## config.mk

```make
export PLATFORM = sky130hd
export DESIGN_NAME = gtp_timer
export DESIGN_NICKNAME = d
export VERILOG_FILES = /design/src/hdl/gtp_pkg.sv /design/src/hdl/gtp_timer.sv
export VERILOG_INCLUDE_DIRS = /design/src /design/src/hdl
export SDC_FILE = /design/constraint.sdc
export NUM_CORES = 1
export LEC_CHECK = 0
export CORE_ASPECT_RATIO = 2
export CORE_UTILIZATION = 45
export CTS_CLUSTER_DIAMETER = 60
export DETAILED_ROUTE_END_ITERATION = 6
export DONT_BUFFER_PORTS = 1
export GPL_ROUTABILITY_DRIVEN = 0
export PLACE_DENSITY = 0.65
export SETUP_SLACK_MARGIN = 0.4
export SLEW_MARGIN = 5
export SYNTH_ARGS = -nofsm -noshare
export SYNTH_HDL_FRONTEND = slang
export SYNTH_SLANG_ARGS = --single-unit
```

## constraint.sdc

```tcl
create_clock -name core_clk -period 5.45 [get_ports core_clk]
set_clock_uncertainty 0.1 [all_clocks]
set_input_delay 0.2725 -clock core_clk [delete_from_list [all_inputs] [get_ports core_clk]]
set_output_delay 0.2725 -clock core_clk [all_outputs]
set_load 0.03 [all_outputs]
```

## src/hdl/gtp_map.svh

```systemverilog
/*
 * register offsets, field positions, reset values and service vector of the gated
 * timer event block. assumes a 32-bit avalon-mm slave, one word per register.
 */
`ifndef GTP_MAP_SVH
`define GTP_MAP_SVH

// register byte addresses (word aligned)
`define GTP_OFS_TIMER_CONTROL  5'h00
`define GTP_OFS_GATE_CONTROL   5'h04
`define GTP_OFS_COUNT_LOW      5'h08
`define GTP_OFS_COUNT_HIGH     5'h0c
`define GTP_ADDR_W             5

// timer_control fields
`define GTP_TC_ON              0
`define GTP_TC_ASYNC           2
`define GTP_TC_PS_LO           4
`define GTP_TC_CS_LO           6
`define GTP_TC_WMASK           8'hf5
`define GTP_TC_RESET           8'h00

// gate_control fields
`define GTP_GC_SRC_LO          0
`define GTP_GC_LEVEL           2
`define GTP_GC_GO              3
`define GTP_GC_SPM             4
`define GTP_GC_TOGGLE          5
`define GTP_GC_POL             6
`define GTP_GC_ENABLE          7
`define GTP_GC_RESET           8'h00

// peripheral flag/enable register (word at 0x10): overflow and gate flags and their enables
`define GTP_OFS_FLAGS          5'h10
`define GTP_FL_OVF             0
`define GTP_FL_GATE            1
`define GTP_FL_OVF_IE          8
`define GTP_FL_GATE_IE         9

// interrupt service entry address
`define GTP_ISR_VECTOR         16'h0004

`endif

```

## src/hdl/gtp_pkg.sv

```systemverilog
/*
 * types shared by the gated timer event block.
 * assumes gtp_map.svh is included by its users for the numbers.
 */
package gtp_pkg;
	typedef enum logic [1:0] {GTP_CS_FOSC4, GTP_CS_FOSC, GTP_CS_PIN, GTP_CS_TEMP} gtp_clk_src_t;
	typedef enum logic [1:0] {GTP_PS_1, GTP_PS_2, GTP_PS_4, GTP_PS_8} gtp_prescale_t;
	typedef enum logic [1:0] {GTP_SP_IDLE, GTP_SP_ARMED, GTP_SP_RUN} gtp_sp_state_t;
endpackage : gtp_pkg

```

## src/hdl/gtp_timer.sv

```systemverilog
/*
 * gated 16-bit timer/counter with single-pulse gate capture, gate event and
 * rollover flags, sleep wake, capture/compare time base and special event clear.
 * assumes pins arrive asynchronous to core_clk, software on avalon-mm with
 * waitrequest; gate source selection beyond the gate pin is done outside.
 */
// The Avalon-MM slave port and the address map were left to the implementer.
`timescale 1ns/1ps
`default_nettype none
`include "gtp_map.svh"

// Overview of operation
// - go set: count from next gate edge
// - go cleared at gate pulse trailing edge
// - after pulse, gate blocked until go again
// - clearing pulse enable also clears go
// - toggle plus pulse measures full gate cycle
// - gate level readable, even gate disabled
// - gate level falling edge sets gate flag
// - gate irq when flag and enable set
// - gate flag works with gate disabled
// - counter wraps ffff to 0000, sets overflow
// - overflow flag sticky until software clears
// - sleep counts only async external, overflow wakes
// - after wake vector to 0004 if global
// - capture copies counter on configured event
// - compare event when compare equals counter
// - special trigger clears counter, no overflow flag
// - software counter write beats special trigger
// - prescale field divides by 1,2,4,8
// - source: temp osc, pin, fosc, fosc/4
// - async bit skips second pin synchroniser stage
// - off unless on; gate enable gates counting
module gtp_timer
	import gtp_pkg::*;
(
	// clock and reset
	input  wire logic         core_clk,
	input  wire logic         sys_rst,
	// avalon-mm slave
	input  wire logic [4:0]   avs_address,
	input  wire logic         avs_read,
	input  wire logic         avs_write,
	input  wire logic [31:0]  avs_writedata,
	input  wire logic [3:0]   avs_byteenable,
	output logic [31:0]       avs_readdata,
	output logic              avs_waitrequest,
	// pins and sources
	input  wire logic         external_count_pin,
	input  wire logic         gate_input,
	input  wire logic         temp_osc,
	// system context
	input  wire logic         sleep_mode,
	input  wire logic         peripheral_irq_enable,
	input  wire logic         global_irq_enable,
	// capture/compare unit
	input  wire logic         capture_event,
	input  wire logic         special_trigger,
	input  wire logic [7:0]   compare_low_byte,
	input  wire logic [7:0]   compare_high_byte,
	// results
	output logic [15:0]       capture_value,
	output logic              compare_match,
	output logic              gate_irq,
	output logic              overflow_irq,
	output logic              wake_request,
	output logic              vector_request,
	output logic [15:0]       vector_address
);
	import gtp_pkg::*;

	////////////////////////////////////////////////////////////////////////////
	// pin synchronisers: first stage read by second stage and by the async count pin path
	logic [2:0] syncA;
	logic [2:0] syncB;
	logic [2:0] pinSync;
	logic [2:0] pinPrev;
	always_ff @(posedge core_clk or posedge sys_rst)
	begin
		if (sys_rst)
		begin
			syncA   <= 3'h0;
			syncB   <= 3'h0;
			pinPrev <= 3'h0;
		end
		else
		begin
			syncA   <= {temp_osc, gate_input, external_count_pin};
			syncB   <= syncA;
			pinPrev <= syncB;
		end
	end
	assign pinSync = syncB;

	////////////////////////////////////////////////////////////////////////////
	// registers
	logic [7:0]  timerControl;
	logic [7:0]  gateControl;
	logic [15:0] count;
	logic [2:0]  prescaleCount;
	logic        toggleFf;
	logic        gateLevel;
	logic        gateEventFlag;
	logic        overflowFlag;
	logic        gateIrqEnable;
	logic        overflowIrqEnable;
	gtp_sp_state_t spState;

	wire gtp_clk_src_t  clkSrc   = gtp_clk_src_t'(timerControl[`GTP_TC_CS_LO +: 2]);
	wire gtp_prescale_t psSel    = gtp_prescale_t'(timerControl[`GTP_TC_PS_LO +: 2]);
	wire timerOn   = timerControl[`GTP_TC_ON];
	wire asyncSel  = timerControl[`GTP_TC_ASYNC];
	wire gateEn    = gateControl[`GTP_GC_ENABLE];
	wire gatePol   = gateControl[`GTP_GC_POL];
	wire toggleEn  = gateControl[`GTP_GC_TOGGLE];
	wire spmEn     = gateControl[`GTP_GC_SPM];
	wire goBit     = gateControl[`GTP_GC_GO];

	////////////////////////////////////////////////////////////////////////////
	// bus decode: every access answered one cycle after request
	logic busAck;
	wire busReq   = (avs_read || avs_write) && !busAck;
	// a write lands only at the edge where waitrequest is seen low
	wire wrStrobe = avs_write && busAck && avs_byteenable[0];
	wire selTc    = avs_address == 5'(`GTP_OFS_TIMER_CONTROL);
	wire selGc    = avs_address == 5'(`GTP_OFS_GATE_CONTROL);
	wire selLo    = avs_address == 5'(`GTP_OFS_COUNT_LOW);
	wire selHi    = avs_address == 5'(`GTP_OFS_COUNT_HIGH);
	wire selFl    = avs_address == 5'(`GTP_OFS_FLAGS);
	wire wrTc     = wrStrobe && selTc;
	wire wrGc     = wrStrobe && selGc;
	wire wrLo     = wrStrobe && selLo;
	wire wrHi     = wrStrobe && selHi;
	wire wrFl     = wrStrobe && selFl;
	wire [7:0] wd = avs_writedata[7:0];
	wire [31:0] rdMux =
		selTc ? {24'h0, timerControl} :
		selGc ? {24'h0, gateControl[7:3], gateLevel, gateControl[1:0]} :
		selLo ? {24'h0, count[7:0]} :
		selHi ? {24'h0, count[15:8]} :
		selFl ? {22'h0, gateIrqEnable, overflowIrqEnable, 6'h0, gateEventFlag,
			overflowFlag} :
		32'h0;

	////////////////////////////////////////////////////////////////////////////
	// clock selection and prescale
	logic fosc4Tick;
	logic [1:0] fosc4Div;
	wire pinRise   = pinSync[0] && !pinPrev[0];
	wire rawPin    = syncA[0];
	logic rawPinPrev;
	// async mode trades one stage of metastability margin for sleep counting
	wire pinEdge   = asyncSel ? (rawPin && !rawPinPrev) : pinRise;
	wire tempRise  = pinSync[2] && !pinPrev[2];
	wire srcTick   =
		(clkSrc == GTP_CS_TEMP)  ? tempRise :
		(clkSrc == GTP_CS_PIN)   ? pinEdge :
		(clkSrc == GTP_CS_FOSC)  ? 1'b1 :
		fosc4Tick;
	wire [2:0] psMask =
		(psSel == GTP_PS_8) ? 3'h7 :
		(psSel == GTP_PS_4) ? 3'h3 :
		(psSel == GTP_PS_2) ? 3'h1 : 3'h0;
	wire asyncExt  = asyncSel && (clkSrc == GTP_CS_PIN);
	wire sleepOk   = !sleep_mode || asyncExt;
	wire psTick    = srcTick && ((prescaleCount & psMask) == psMask);

	////////////////////////////////////////////////////////////////////////////
	// gate path
	wire gateRaw     = pinSync[1] ~^ gatePol;
	wire gateRawPrev = pinPrev[1] ~^ gatePol;
	wire gateInc     = gateRaw && !gateRawPrev;
	wire toggled     = toggleEn ? toggleFf : gateRaw;
	// in toggle mode the measured window opens when the flip-flop goes high
	wire toggledRise = toggleEn ? (gateInc && !toggleFf) : gateInc;
	wire next_gateLevel = spmEn ? (toggled && spState == GTP_SP_RUN) : toggled;
	wire gateFall    = gateLevel && !next_gateLevel;
	wire countEn     = timerOn && (!gateEn || gateLevel) && sleepOk;
	wire incr        = countEn && psTick;
	wire wrap        = incr && count == 16'hffff;
	wire cntWrite    = wrLo || wrHi;
	wire spDone      = spState == GTP_SP_RUN && gateFall;

	always_ff @(posedge core_clk or posedge sys_rst)
	begin
		if (sys_rst)
		begin
			fosc4Div   <= 2'h0;
			fosc4Tick  <= 1'b0;
			rawPinPrev <= 1'b0;
			toggleFf   <= 1'b0;
			gateLevel  <= 1'b0;
		end
		else
		begin
			fosc4Div   <= fosc4Div + 2'h1;
			fosc4Tick  <= fosc4Div == 2'h3;
			rawPinPrev <= rawPin;
			if (!toggleEn || !timerOn)
				toggleFf <= 1'b0;
			else if (gateInc)
				toggleFf <= !toggleFf;
			gateLevel  <= next_gateLevel;
		end
	end

	////////////////////////////////////////////////////////////////////////////
	// single-pulse sequencer
	always_ff @(posedge core_clk or posedge sys_rst)
	begin
		if (sys_rst)
			spState <= GTP_SP_IDLE;
		else if (!spmEn || !goBit || spDone)
			spState <= GTP_SP_IDLE;
		else
			case (spState)
				GTP_SP_IDLE:  spState <= GTP_SP_ARMED;
				GTP_SP_ARMED: if (toggledRise)
					spState <= GTP_SP_RUN;
				default:      spState <= GTP_SP_RUN;
			endcase
	end

	////////////////////////////////////////////////////////////////////////////
	// control registers and flags
	wire [7:0] next_gc = {wd[7:4], wd[3] && wd[4], 1'b0, wd[1:0]};
	always_ff @(posedge core_clk or posedge sys_rst)
	begin
		if (sys_rst)
		begin
			timerControl      <= `GTP_TC_RESET;
			gateControl       <= `GTP_GC_RESET;
			gateEventFlag     <= 1'b0;
			overflowFlag      <= 1'b0;
			gateIrqEnable     <= 1'b0;
			overflowIrqEnable <= 1'b0;
		end
		else
		begin
			if (wrTc)
				timerControl <= wd & `GTP_TC_WMASK;
			if (wrGc)
				gateControl <= next_gc;
			else if (spDone)
				gateControl[`GTP_GC_GO] <= 1'b0;
			if (wrFl)
			begin
				gateIrqEnable     <= avs_writedata[`GTP_FL_GATE_IE];
				overflowIrqEnable <= avs_writedata[`GTP_FL_OVF_IE];
			end
			// write one to clear; a new event in the same cycle wins
			if (gateFall)
				gateEventFlag <= 1'b1;
			else if (wrFl && avs_writedata[`GTP_FL_GATE])
				gateEventFlag <= 1'b0;
			if (wrap)
				overflowFlag <= 1'b1;
			else if (wrFl && avs_writedata[`GTP_FL_OVF])
				overflowFlag <= 1'b0;
		end
	end

	////////////////////////////////////////////////////////////////////////////
	// counter, prescaler, capture/compare
	always_ff @(posedge core_clk or posedge sys_rst)
	begin
		if (sys_rst)
		begin
			count         <= 16'h0000;
			prescaleCount <= 3'h0;
			capture_value <= 16'h0000;
			compare_match <= 1'b0;
		end
		else
		begin
			if (cntWrite)
				prescaleCount <= 3'h0;
			else if (countEn && srcTick)
				prescaleCount <= prescaleCount + 3'h1;
			if (wrLo)
				count[7:0] <= wd;
			else if (wrHi)
				count[15:8] <= wd;
			else if (special_trigger)
				count <= 16'h0000;
			else if (incr)
				count <= count + 16'h0001;
			if (capture_event)
				capture_value <= count;
			compare_match <= count == {compare_high_byte, compare_low_byte};
		end
	end

	////////////////////////////////////////////////////////////////////////////
	// interrupt, wake and bus answer outputs
	always_ff @(posedge core_clk or posedge sys_rst)
	begin
		if (sys_rst)
		begin
			busAck          <= 1'b0;
			avs_readdata    <= 32'h0;
			gate_irq        <= 1'b0;
			overflow_irq    <= 1'b0;
			wake_request    <= 1'b0;
			vector_request  <= 1'b0;
			vector_address  <= 16'h0000;
		end
		else
		begin
			busAck       <= busReq;
			if (busReq && avs_read)
				avs_readdata <= rdMux;
			gate_irq     <= gateEventFlag && gateIrqEnable;
			overflow_irq <= overflowFlag && overflowIrqEnable;
			wake_request <= sleep_mode && overflowFlag && overflowIrqEnable
				&& peripheral_irq_enable;
			vector_request <= (overflowFlag && overflowIrqEnable || gateEventFlag
				&& gateIrqEnable) && peripheral_irq_enable && global_irq_enable;
			vector_address <= `GTP_ISR_VECTOR;
		end
	end
	assign avs_waitrequest = !busAck;

endmodule // gtp_timer
`default_nettype wire

```

==> results of run 1 <==
-- timing repair --
| action | CTS | global route |
|---|---|---|
| hold buffers | 21 | 0 |
| resized for setup | 0 | 0 |
| hold endpoints to repair | 45 | 0 |
-- metal layers --
layer,GRT usage [%],part of all wire (%)
met2,41.17,54
met1,24.74,35
met3,4.769,6.4
met5,0,0
met4,13.93,4.9
-- registers in the layout, summed over array words and instances (netlist names), 3 cells and up --
signal,flops
pinSync,3
timerControl,6
syncA,3
avs_readdata,10
prescaleCount,3
capture_value,16
count,16
gateControl,7
pinPrev,3
-- Yosys cell counts, drive strengths merged, types with 9 or more instances --
library cell  number
dfrtp             85
buf               45
nand2             39
mux2              30
o21ai             26
nor2              22
a21oi             17
xnor2             17
clkbuf            16
nand3             11
and3              10
inv               10
mux2i             10
nor3              10
nand4              9
-- how the worst max path moves through the flow --
stage / end / slack (ns)
final: count[10] / 2.52
after global placement: count[10] / 2.58
after detailed placement: count[10] / 2.55
after floorplan: avs_readdata[0] / 2.88
after CTS: count[10] / 2.54
after global routing: count[7] / 2.33
-- placed cells by master (no fill, tap or decap), drive strengths merged, types with 4 or more instances in the layout --
cell and count:
clkbuf 10, nand4 9, inv 9, a21oi 17
nand2 39, o21ai 26, and2 4, and3 10
a31oi 6, mux2 30, nor4 5, xnor2 17
dfrtp 85, mux2i 10, nor2 22, dlygate4sd3 21
nand3 11, a221oi 5, nor3 10, clkinv 5
conb 38
-- worst reg2reg max path, stage by stage, from the launching register on --
cell and delay [ns]:
dfrtp_1 0.47, and4b_1 0.22, a21oi_1 0.05, a221oi_2 0.83, nand2_1 0.52, a21oi_2 0.45
o221a_2 0.24
-- metrics by stage --
step	setup WS [ns]	hold slack (ns)	cells	area, um2	utilization, %
global placement	2.585	-0.09595	549	4438	45.46
finish	2.517	0.02434	585	4915	50.34
global route	2.332	0.02863	585	4915	50.34
detailed placement	2.547	-0.09531	549	4438	45.46
CTS	2.538	0.005839	585	4915	50.34
floorplan	2.884	0.2039	477	4656	-
-- final cells by class --
cell class	count	share of cell area (%)
multi-input cells	321	42.72
flip-flops and latches	85	43.28
inverters	10	0.7892
clock buffers	10	4.863
clock inverters	5	0.5601
well taps	132	3.360
repair buffers	22	4.430
-- power groups by stage --
stage / Sequential [uW] / Clock, uW / Combinational [uW]
detailed placement: 717 / 0 / 134
global route: 710 / 594 / 165
CTS: 706 / 571 / 152
global placement: 715 / 0 / 130
finish: 706 / 555 / 151
floorplan: 704 / 0 / 143
-- logic make-up (layout without fill, tap and decap cells) --
kind of cell / after synthesis / after routing / synth area share, %
other: 2 / 38 / 0.1661
adders and majority gates: 3 / 3 / 0.8304
muxes: 40 / 40 / 9.687
buffers and inverters: 71 / 47 / 9.493
xor gates and xnor gates: 19 / 19 / 3.681
AOI/OAI and AO/OA: 91 / 91 / 13.70
and+or+nand+nor: 130 / 130 / 15.39
DFF: 85 / 85 / 47.05
==> out/summary.txt, run 1 <==
Setup TNS: 0 ns
Hold Path Depth: 3
Syn Inst Count: 441
FFs w/ async S/R, synth: 100.0%
Die ar.: 10470 um2
GRT overflow: 0
Die Y: 143.7 um
Fin crit share: 53.82%
Core ar.: 9763 um2
Total chip power: 1411 uW
IO Count: 139
Unrepaired setup endpoints after global routing: false
WP data required: 5.63 ns
# setup viols final: 0
Cts bufs inserted: 9
Register Area: 2127 um2
Endpoint, Worst Hold: compare_match
Width of the die: 72.87 um
DP HPWL: 8243 um
DRT Wirelength: 11340 um
Worst Path Max Fanout: 12
Initial antenna violation count: 0
Largest net degree at the start of global routing: 84
Crit. End Element: flop
Layout net count: 521
Worst skew pair latency: 0.34 ns
Worst slew pin tran: 1.055 ns
Pwr Density: 287.1 nW/um2
Antenna viol nets, final: 0
Hold Violations, Final: 0
Layout cells sized above 1: 11.26%
Fmax: 340.9 MHz
CP startpoint: timerControl[7]
Clk pwr share: 39.3%
Row count: 51
Crit path DAT: 3.12 ns
WP depth: 6
Max Root-Sink Buffers: 2
Synthesized area: 4521 um2
1st-pass router iterations: 5
Clock root buffer: clkbuf_16
Reg2reg setup slack: 2.52 ns
Synth top area share: 47.05%
Footprint of the multi-input gates: 2100 um2
Fillers: 910
CTS tree: done
Clock-pin slew on the worst setup and hold paths: 0.06 ns
Switch share: 27.27%
Run status: complete, no violations
Drt via density: 5.839
GRT Total Usage: 23.24%
First-pass GRT wire length: 17880 um
Vias in the first global route: 3358
#FFs+latches synth: 85
Synthesis Warnings: 0
# diodes: 0
P&R area growth vs syn: 8.718%
Hold path start: compare_high_byte[0]
Worst path cell trace: and4b_1 -> a21oi_1 -> a221oi_2 -> nand2_1 -> a21oi_2 -> o221a_2
Leak: 0.002227 uW
Cell family with most CP delay: compound AO/OA/AOI/OAI gates
Seq pwr share: 50.0%
P_sw: 384.7 uW
Cells taking the most area after synthesis: dfrtp_1 (47%), buf_4 (6.3%), mux2_2 (6.2%)
Via count: 3416
Post-CTS Setup Repair Bufs: 0
Drt first-iter violations: 294
Number of remaining DRC errors: 0
R2r startpoint: timerControl[7]
Starting density of the core: 46.30%
CP max stage delay: 0.83 ns
Clock Sinks: 85
Top_reg_cell synth: dfrtp_1
Worst R2R End: count[10]
WL per Instance: 19.39 um
Max IR drop VDD: 145.1 uV
IO buf count: 0
Buf/Inv on CP: 0
R2R depth: 6
Post-synth EDFFs: 0
HP Class: input pin to flop
Mean Syn Cell Area: 10.25 um2
Max_slew headroom: 29.65%
Critical path class: flop to flop
Slowest-stage cell, CP: a221oi_2
Yosys cell types: 68
H-tree depth: 3
Startpoint types: flop
Final min period: 2.933 ns
Gate power share: 10.7%
Cell taking the most area after synthesis: dfrtp_1
Max_cap viols: 0
Max Transition Viols Final: 0
Post-synthesis sequential area ratio: 47.05%
P_int: 1026 uW
No activity file was read; power rests on OpenSTA's default activity.
==> inputs of run 2 (changes only) <==
==> constraint.sdc (replaced) <==
create_clock -name core_clk -period 3 [get_ports core_clk]
set_clock_uncertainty 0.1 [all_clocks]
set_input_delay 0.15 -clock core_clk [delete_from_list [all_inputs] [get_ports core_clk]]
set_output_delay 0.15 -clock core_clk [all_outputs]
set_load 0.03 [all_outputs]
==> run 2 against run 1 <==
Compared with the run above: sequential power up 81%; combinational power up 89%; cell count up 2.2%; register-to-register slack worse by 1.9 ns; critical path type unchanged; critical endpoint is now compare_match; largest cell class unchanged; largest power group unchanged.
==> out/summary.txt, run 2 (synthesis results as in run 1) <==
Die ar.: 10470 um2
DRT Wirelength: 11590 um
Max_slew headroom: 45.49%
Final min period: 2.414 ns
Setup TNS: 0 ns
Hold path start: avs_address[2]
Largest regs: capture_value x16, count x16, avs_readdata x10
Die Y: 143.7 um
# setup viols final: 0
Drt first-iter violations: 195
Layout net count: 532
Width of the die: 72.87 um
Commonest non-fill, non-tap cell in the layout: dfrtp_1
Fmax: 414.3 MHz
Number of remaining DRC errors: 0
1st-pass router iterations: 5
Via count: 3503
Max_cap viols: 0
CP startpoint: count[0]
Post-layout util: 51.51%
Fin crit share: 80.47%
Max Root-Sink Buffers: 2
CTS tree: done
Most frequent cells in the layout: dfrtp_1 (85), nand2_1 (39), conb_1 (38)
HP Class: input pin to flop
Post-CTS Setup Repair Bufs: 0
Max IR drop VDD: 279.8 uV
Cts bufs inserted: 9
Total chip power: 2615 uW
Vias in the first global route: 3503
Antenna viol nets, final: 0
Core ar.: 9763 um2
P&R area growth vs syn: 11.24%
Row count: 51
Clock root buffer: clkbuf_16
WL per Instance: 19.39 um
Dpl cell area: 4476 um2
Starting density of the core: 46.30%
Worst slew pin tran: 0.8168 ns
R2r startpoint: count[0]
Worst Path Max Fanout: 9
Max Transition Viols Final: 0
First-pass GRT wire length: 18600 um
Startpoint types: flop
Unrepaired setup endpoints after global routing: false
Critical path class: flop to flop
DP HPWL: 8434 um
Drt via density: 5.858
Clock-pin slew on the worst setup and hold paths: 0.06 ns
Run status: complete, no violations
Pwr Density: 520.0 nW/um2
GRT Total Usage: 24.07%
IO Count: 139
Largest net degree at the start of global routing: 49
Crit path DAT: 2.59 ns
Reg2reg setup slack: 0.59 ns
Initial antenna violation count: 1
Clock Sinks: 85
Worst skew pair latency: 0.34 ns
IO buf count: 0
Crit. End Element: flop
Leak: 0.002276 uW
Hold Violations, Final: 0
Final instance area: 5029 um2
WP data required: 3.18 ns
Layout cells sized above 1: 11.83%
GRT overflow: 0
H-tree depth: 3
[run 2: cell count changes in the layout (fill, tap and decap cells not counted), sizes merged]
| cell | before | now |
|---|---|---|
| dlygate4sd3 | 21 | 27 |
| clkbuf | 10 | 13 |
| buf | 1 | 6 |
| clkinvlp | 1 | 2 |
| clkinv | 5 | 2 |
| diode | 0 | 1 |
[run 2: area by class of cell]
class,count,area (um2)
Antenna cell,1,2.502
Clock buffer,13,260.3
Clock inverter,3,20.02
Fill cell,905,4735
Inverter,10,38.79
Multi-Input combinational cell,321,2100
Sequential cell,85,2127
Tap cell,132,165.2
Timing Repair Buffer,33,315.3
[run 2: worst paths after layout]
path / end / cells past startpoint
hold / removal: avs_readdata[1] / 2
max in group asynchronous: capture_value[0] / 3
min in group asynchronous: syncA[2] / 2
setup / recovery: compare_match / 5
hold reg to reg: pinSync[1] / 0
setup reg to reg: compare_match / 5
[run 2: repair_timing]
item	in CTS	in global routing
resized for setup	0	0
hold buffers	27	0
hold endpoints to repair	104	0
[run 2: per-layer routing]
metal,part of all wire (%),wire [um],GRT usage (%),up-vias
li1,-,-,-,1552
met1,34,3905,25.94,1688
met2,53,6122,41.17,209
met3,7.3,848,4.628,54
met4,6.2,717,17.23,0
met5,0,0,0,-
[run 2: power by group]
group	total, uW	internal, uW	switching, uW
combinational	286	96.0	190
clock	1050	605	442
sequential	1280	1200	80.4
[run 2: worst max-delay path, stage by stage, from the launching register on]
cell and delay [ns]:
dfrtp_1 0.55, xnor2_1 0.16, nand4_1 0.10, dlygate4sd3_1 0.57, nor4_1 0.27, dlygate4sd3_1 0.60
[run 2: per-stage QoR]
stage	instances	hold slack, ns	setup slack, ns
after floorplan	477	0.08143	0.5565
after global placement	554	0.08150	0.7459
after detailed placement	554	0.08149	0.7279
after CTS	597	0.001056	0.6290
after global routing	598	0.02074	0.5132
final	598	0.01514	0.5860
